<file path="src/rtl/panel_power_pkg.sv">
package panel_power_pkg;

  // ----------------------------------------------------------------
  // Power-down mode codes
  // ----------------------------------------------------------------
  localparam logic [1:0] MODE_SYSTEM    = 2'h0;
  localparam logic [1:0] MODE_DISP_IDLE = 2'h1;
  localparam logic [1:0] MODE_GEN_EXT   = 2'h2;
  localparam logic [1:0] MODE_GEN_INT   = 2'h3;

  // ----------------------------------------------------------------
  // Reset values and synchroniser depth
  // ----------------------------------------------------------------
  localparam logic       PANEL_SEL_RST  = 1'h1;
  localparam logic       SLEEP_REQ_RST  = 1'h1;
  localparam logic [1:0] MODE_RST       = MODE_SYSTEM;
  localparam int         SYNC_STAGES    = 2;

  // ----------------------------------------------------------------
  // Sequencer states
  // ----------------------------------------------------------------
  typedef enum logic [1:0] {
    ST_RUN  = 2'h1,
    ST_DOWN = 2'h2
  } pd_state_t;

  // ----------------------------------------------------------------
  // Pin groups
  // ----------------------------------------------------------------
  typedef struct packed {
    logic [15:0] data;
    logic        data_oe;
    logic        iochrdy;
    logic        irq;
    logic        memcs16;
    logic        bios_rom_enable;
    logic        high_byte_buffer_dir;
    logic        low_byte_buffer_dir;
  } host_t;

  typedef struct packed {
    logic        row_strobe_upper;
    logic        row_strobe_lower;
    logic        col_strobe_upper;
    logic        col_strobe_lower;
    logic        dram_out_enable_upper;
    logic        dram_out_enable_lower;
    logic [3:0]  write_strobe;
    logic [8:0]  dram_address;
    logic [15:0] video_mem_data;
    logic        video_mem_oe;
  } mem_t;

  typedef struct packed {
    logic [3:0] upper_half_pixels;
    logic [3:0] lower_half_pixels;
    logic       ac_toggle_signal;
    logic       vertical_strobe;
    logic       horizontal_strobe;
    logic       panel_shift_clock;
    logic       weight_clock;
  } panel_t;

  typedef struct packed {
    logic       palette_read_strobe;
    logic       palette_write_strobe;
    logic       pixel_clock;
    logic [2:0] colour;
  } dac_t;

  localparam host_t  HOST_RST  = '0;
  localparam mem_t   MEM_RST   = '0;
  localparam panel_t PANEL_RST = '0;
  localparam dac_t   DAC_RST   = '0;

endpackage

</file>
<file path="src/rtl/level_sync.sv">
`timescale 1ns/10ps
`default_nettype none
module level_sync #(
  parameter int   STAGES    = 2,
  parameter logic RST_VALUE = 1'h0
) (
  input  wire logic i_sys_clk,
  input  wire logic i_arst_n,
  input  wire logic i_async,
  output var  logic o_sync
);

  logic [STAGES-1:0] chain;

  always_ff @(posedge i_sys_clk or negedge i_arst_n) begin
    if (!i_arst_n) begin
      chain <= {STAGES{RST_VALUE}};
    end else begin
      chain <= {chain[STAGES-2:0], i_async};
    end
  end

  assign o_sync = chain[STAGES-1];

endmodule
`default_nettype wire

</file>
<file path="src/rtl/panel_power_sequencer.sv">
`timescale 1ns/10ps
`default_nettype none
module panel_power_sequencer (
  input  wire logic                   i_sys_clk,
  input  wire logic                   i_arst_n,
  input  wire logic                   i_sleep_req_n,
  input  wire logic [1:0]             i_pd_mode,
  input  wire logic                   i_panel_mode,
  input  wire logic                   i_display_type,
  input  wire panel_power_pkg::host_t i_host,
  input  wire panel_power_pkg::mem_t  i_mem,
  input  wire panel_power_pkg::panel_t i_panel,
  input  wire panel_power_pkg::dac_t  i_dac,
  output var  panel_power_pkg::host_t o_host,
  output var  panel_power_pkg::mem_t  o_mem,
  output var  panel_power_pkg::panel_t o_panel,
  output var  panel_power_pkg::dac_t  o_dac,
  output var  logic                   o_panel_select_n,
  output var  logic                   o_display_type_out,
  output var  logic                   o_in_power_down
);

  // ----------------------------------------------------------------
  // Sleep request synchronisation and state
  // ----------------------------------------------------------------
  logic                       sleep_n_sync;
  panel_power_pkg::pd_state_t state;
  panel_power_pkg::pd_state_t next_state;
  logic [1:0]                 mode;
  logic [1:0]                 next_mode;

  level_sync #(
    .STAGES    (panel_power_pkg::SYNC_STAGES),
    .RST_VALUE (panel_power_pkg::SLEEP_REQ_RST)
  ) u_sleep_sync (
    .i_sys_clk (i_sys_clk),
    .i_arst_n  (i_arst_n),
    .i_async   (i_sleep_req_n),
    .o_sync    (sleep_n_sync)
  );

  always_comb begin
    next_state = state;
    case (state)
      panel_power_pkg::ST_RUN: begin
        if (!sleep_n_sync) begin
          next_state = panel_power_pkg::ST_DOWN;
        end
      end
      panel_power_pkg::ST_DOWN: begin
        if (sleep_n_sync) begin
          next_state = panel_power_pkg::ST_RUN;
        end
      end
      default: begin
        next_state = panel_power_pkg::ST_RUN;
      end
    endcase
  end

  // Mode frozen on entry so a mid-sleep reprogram cannot glitch pins
  assign next_mode = (state == panel_power_pkg::ST_RUN) ? i_pd_mode : mode;

  always_ff @(posedge i_sys_clk or negedge i_arst_n) begin
    if (!i_arst_n) begin
      state <= panel_power_pkg::ST_RUN;
      mode  <= panel_power_pkg::MODE_RST;
    end else begin
      state <= next_state;
      mode  <= next_mode;
    end
  end

  // ----------------------------------------------------------------
  // Output forcing
  // ----------------------------------------------------------------
  wire down     = (state == panel_power_pkg::ST_DOWN);
  wire sys_down = down && (mode == panel_power_pkg::MODE_SYSTEM);

  panel_power_pkg::host_t  next_host;
  panel_power_pkg::mem_t   next_mem;
  panel_power_pkg::panel_t next_panel;
  panel_power_pkg::dac_t   next_dac;

  always_comb begin
    next_host  = i_host;
    next_mem   = i_mem;
    next_panel = i_panel;
    next_dac   = i_dac;
    if (sys_down) begin
      next_host.data_oe               = 1'h0;
      next_mem.video_mem_oe           = 1'h0;
      next_host.iochrdy               = 1'h1;
      next_host.irq                   = 1'h1;
      next_host.memcs16               = 1'h1;
      next_host.bios_rom_enable       = 1'h1;
      next_host.high_byte_buffer_dir  = 1'h1;
      next_host.low_byte_buffer_dir   = 1'h1;
      next_mem.dram_out_enable_upper  = 1'h1;
      next_mem.dram_out_enable_lower  = 1'h1;
      next_mem.write_strobe           = 4'hf;
      next_mem.dram_address           = 9'h1ff;
      next_dac.palette_read_strobe    = 1'h1;
      next_dac.palette_write_strobe   = 1'h1;
      next_dac.pixel_clock            = 1'h0;
    end
    if (down) begin
      // Refresh keeps running, so the RAS/CAS fields are never touched
      next_panel    = '0;
      next_dac.colour = 3'h0;
    end
  end

  always_ff @(posedge i_sys_clk or negedge i_arst_n) begin
    if (!i_arst_n) begin
      o_host             <= panel_power_pkg::HOST_RST;
      o_mem              <= panel_power_pkg::MEM_RST;
      o_panel            <= panel_power_pkg::PANEL_RST;
      o_dac              <= panel_power_pkg::DAC_RST;
      o_panel_select_n   <= panel_power_pkg::PANEL_SEL_RST;
      o_display_type_out <= 1'h0;
    end else begin
      o_host             <= next_host;
      o_mem              <= next_mem;
      o_panel            <= next_panel;
      o_dac              <= next_dac;
      o_panel_select_n   <= !i_panel_mode;
      o_display_type_out <= i_display_type;
    end
  end

  assign o_in_power_down = down;
endmodule
`default_nettype wire

</file>
<file path="config.mk">
export PLATFORM = sky130hd
export DESIGN_NAME = panel_power_sequencer
export DESIGN_NICKNAME = d
export VERILOG_FILES = /design/src/rtl/panel_power_pkg.sv /design/src/rtl/level_sync.sv /design/src/rtl/panel_power_sequencer.sv
export SDC_FILE = /design/constraint.sdc
export NUM_CORES = 1
export LEC_CHECK = 0
export ABC_AREA = 1
export ABC_CLOCK_PERIOD_IN_PS = 1530
export BUFFER_PORTS_ARGS = -buffer_cell sky130_fd_sc_hd__buf_2
export CAP_MARGIN = 40
export CORE_MARGIN = 5
export CORE_UTILIZATION = 41
export CTS_CLUSTER_DIAMETER = 120
export DETAILED_ROUTE_END_ITERATION = 16
export PLACE_DENSITY_LB_ADDON = 0.15
export SLEW_MARGIN = 20
export SYNTH_ARGS = -nofsm -noshare
export SYNTH_HDL_FRONTEND = slang
export SYNTH_HIERARCHICAL = 1
export SYNTH_SLANG_ARGS = --single-unit
</file>
<file path="constraint.sdc">
create_clock -name i_sys_clk -period 1.53 [get_ports i_sys_clk]
set_clock_uncertainty 0.1 [all_clocks]
set_input_delay 0.0765 -clock i_sys_clk [delete_from_list [all_inputs] [get_ports i_sys_clk]]
set_output_delay 0.0765 -clock i_sys_clk [all_outputs]
set_load 0.05 [all_outputs]
</file>
# [After elaboration in Yosys (flattened, before gate mapping)]
# Index checks and enable logic that the tools add are counted.
# Widths: inputs -> output; s select.
[word_totals] output_inout_bits=81 inputBits=85 elab_cells=51 ff_bits=86
[classes] eq_ne=4 muxes=9 reduce_logical=4
[op_table] cell="$mux 15" count=1
[op_table] cell="$mux 13" count=1
[op_table] cell="$mux 7" count=1
[op_table] cell="$mux 3" count=2
[op_table] cell="$mux 2" count=2
[op_table] cell="$pmux 2 s2" count=1
[op_table] cell="$eq 2x1->1 const B" count=1
[op_table] cell="$eq 2x2->1 const B" count=1
[op_table] cell="$logic_not 2->1" count=1
[op_table] cell="$ne 2x1->1 const B" count=1
[op_table] cell="$ne 2x2->1 const B" count=1
[op_table] cell="$reduce_and 2->1" count=1
[op_table] cell="$logic_and 1x1->1" count=1
[op_table] cell="$logic_not 1->1" count=1
[op_table] cell="$mux 1" count=1

# [Logic depth before layout (Yosys ltp)]
[logic_depth] word_depth=3 depth_mapped=5 ltp_nobuf=4

# [Modules after synthesis]
# Netlist, hierarchy kept.
[by_module_without_submodules] mod="panel_power_sequencer" seq_area_each_um2=2104.5 area_per_inst_um2=2553.7 cells_each=190 n_inst=1
[by_module_without_submodules] mod="level_sync" seq_area_each_um2=52.6 area_per_inst_um2=52.6 cells_each=2 n_inst=1

# [Worst setup path before layout]
# Ideal clock, no wire load.
[synth_timing] path_type="register to register" from="reg state[0]" to="reg o_panel[10] in the netlist's numbering" n_path_buf=1 setup_ps=73 path_slack_ps=451 t_required_ps=1357 arrival_time_ps=906 stages_incl_launch_ff=4 period_less_slack_ps=1079 path_cell_list="dfstp_2 nor2_4 buf_4 nor2_1"
[synth_rtl] element="from (decl)" line="panel_power_sequencer.sv:27" rtl="panel_power_pkg::pd_state_t state;"
[synth_rtl] element="from (signal assigned)" line="panel_power_sequencer.sv:66" rtl="state <= panel_power_pkg::ST_RUN;"
[synth_rtl] element="from (signal assigned)" line="panel_power_sequencer.sv:69" rtl="state <= next_state;"
[synth_rtl] element="to (signal assigned)" line="panel_power_sequencer.sv:118" rtl="o_panel <= panel_power_pkg::PANEL_RST;"
[synth_rtl] element="to (signal assigned)" line="panel_power_sequencer.sv:125" rtl="o_panel <= next_panel;"
[synth_rtl] element="to (decl)" line="panel_power_sequencer.sv:16" rtl="output var panel_power_pkg::panel_t o_panel,"

# [Worst setup path in the final report]
[layout_timing] from="reg state[0]" to="out o_in_power_down"
[layout_via] elab_chain_cells=1
[layout_lines] element="$eq 2x2->1" line="panel_power_sequencer.sv:77" rtl="wire down = (state == panel_power_pkg::ST_DOWN);"
[layout_lines] element="to (decl)" line="panel_power_sequencer.sv:20" rtl="output var logic o_in_power_down"
# Every way passes these cells.

==> impl_metrics.ini <==
[die]
die_x_um = 89.73
rows = 29
core_um2 = 6277
fp.dieH_um = 89.73
start_util_pct = 41.52
die_area_um2 = 8051
ioPinCount = 166

[critical_path]
critPathBufInv = 1
startpoint = state[0]
reg2reg_slack_ns = 0.31
startpoint_type = flop
r2r_end = o_host[3]
path_delay_family = flip-flops
cp-end-kind = output pin
cp-endpoint = o_in_power_down
r2r_cells = 3
crit_path_top_delay_cell = dfstp_2
reg2reg_from = state[0]
crit_type = reg -> out
crit_chain = nor2_4 > buf_4
max_stage_delay_ns = 0.40
required_ns = 1.35
worstPathMaxFanout = 10
cp.depth = 2
worst_ep_arrival_time_ns = 1.26

[finish]
layout_common_cells = buf_2, dlygate4sd3_1, dfrtp_1
areaGrowthSynthToFinish_pct = 77.24
final_common_cell = buf_2
layout.nets = 536
final_layout_size_suffix_gt1_share_pct = 41.67
design_area_um2 = 4619
instances_no_fill = 533
antennaDiodeCount = 0

[route]
wire_per_inst_um = 14.24
vias_per_cell = 4.152
ant_nets = 0
wl_um = 7591
drtIter0Drc = 45
route.met2.wl_um = 3904
top_layer = met4
detail_route.first_pass.iterations = 4
met3_length_um = 666
num_vias = 2213
wl_met1_um = 2841
drc = 0

[clock_network]
cts_num_sinks = 86
cts-root-buf = clkbuf_8
clk_latency_ns = 0.33
htreeDepth = 3
cts_tree = yes
cts_buffers = 9
cts.clk_slew.worst_paths_ns = 0.08
clockBufferDepth = 2

[yosys]
netlist_area_um2 = 2606
synthDistinctLibCells = 13
yosysSeqAreaShare_pct = 82.77
synthTopCellsByArea = dfrtp_1, inv_1, nand2_1
synth_top_area_share_pct = 78.73
yosys.area.top_type = dfrtp_1
syn_avg_cell_area_um2 = 13.57
syn_inst = 192
syn_nets = 277
yosys_warnings = 6
ys_ff_latch = 86

[global_routing]
grt_max_degree = 33
antenna_found_initial = 0
grt_pass1_wl_um = 12700
grt_overflow = 0
grt_pass1_vias = 2444
grt_usage_pct = 19.95

[flow_run]
drv_cap = 0

[timing]
layout_setup_ws_ns = 0.09463
hold_viol = 0
fmax_mhz = 696.7
tightest_slew_ns = 0.3132
rsz0062_at_grt = no
slew_viol_final = 0
fin_crit_ns = 1.435
holdWs_ns = 0.09925
setup_tns_ns = 0
max_slew_margin_pct = 79.12
period_share_pct = 93.82
setup_viol = 0

[place]
hpwl_um = 4748
placed_cell_area_um2 = 3537
dp.cells = 433
portBuffers = 165
pre_cts_slack_ns = 0.3317
gp_congestion = 0.7678

[power_and_ir_drop]
leakage_nw = 2.559
max-vdd-ir-drop_mv = 0.6849
power_density_nw_per_um2 = 1185

[worst_hold_path]
worstHoldPathType = in -> async

[status]
outcome = completed
-- how the worst min path moves through the flow --
stage               startpoint          to  slack, ns  cells past startpoint
floorplan             i_arst_n     mode[0]      -0.32                      0
global placement      i_arst_n  o_host[16]      -0.11                      1
detailed placement    i_arst_n  o_host[16]      -0.10                      1
CTS                   i_arst_n  o_host[16]       0.06                      2
global route          i_arst_n   o_mem[33]       0.13                      2
finish                i_arst_n  o_host[19]        0.1                      2
-- power by group --
| group | total [mW] | switching, mW | internal, mW |
|---|---|---|---|
| clock network | 1.85 | 0.761 | 1.09 |
| registers | 2.48 | 0.0521 | 2.43 |
| logic | 1.14 | 0.769 | 0.368 |
| total | 5.47 | 1.58 | 3.89 |
-- metal layers --
| layer | up-vias | GRT usage (%) |
|---|---|---|
| li1 | 1059 | - |
| met3 | 14 | 7.012 |
| met2 | 113 | 33.72 |
| met4 | 0 | 9.194 |
| met1 | 1027 | 22.52 |
| met5 | - | 0 |
-- area by class of cell --
cell class / count / area [um2]
clock buffer: 11 / 131.4
clock inverter: 5 / 107.6
fill: 418 / 1658
inverter: 46 / 172.7
multi-input combinational: 56 / 235.2
sequential: 86 / 2157
tap: 77 / 96.34
timing repair buffer: 252 / 1719
-- synth_stat cells --
| cell | number |
|---|---|
| a21oi_1 | 4 |
| buf_4 | 1 |
| buf_6 | 3 |
| dfrtp_1 | 82 |
| dfstp_2 | 4 |
| inv_1 | 45 |
| inv_2 | 1 |
| nand2_1 | 31 |
| nand2_4 | 1 |
| nand3_1 | 2 |
| nor2_1 | 16 |
| nor2_2 | 1 |
| nor2_4 | 1 |
-- state kept, by name, summed over array words and instances, names as in the netlist --
register            cells
o_host                 23
state                   2
o_panel_select_n        1
o_mem                  36
o_dac                   6
u_sleep_sync/chain      2
o_display_type_out      1
o_panel                13
mode                    2
-- worst reg2reg max path, stage by stage (launching register included) --
cell and delay (ns):
dfstp_2 0.59, nor2_4 0.09, nand2_4 0.20, nand2_1 0.12
-- per-stage QoR --
stage	power, mW	utilization [%]
finish	5.474	73.59
global route	5.701	73.59
CTS	5.533	73.59
detailed placement	3.496	56.35
global placement	3.484	56.35
floorplan	3.158	-
-- cells by family (layout without fill, tap and decap cells) --
logic type / after synthesis / after routing / share of synthesized area [%]
DFF: 86 / 86 / 82.77
and+or+nand+nor: 52 / 52 / 8.257
buffers and inverters: 50 / 314 / 8.209
AOI/OAI and AO/OA: 4 / 4 / 0.7682
-- repair_timing --
item                                   4_1_cts  5_1_grt
hold buffers                                84        0
setup endpoints to repair                    1        0
setup buffers                                0        0
endpoints found under the hold margin      165        0
gates resized for setup                      1        0
(Power assumes the default switching activity.)
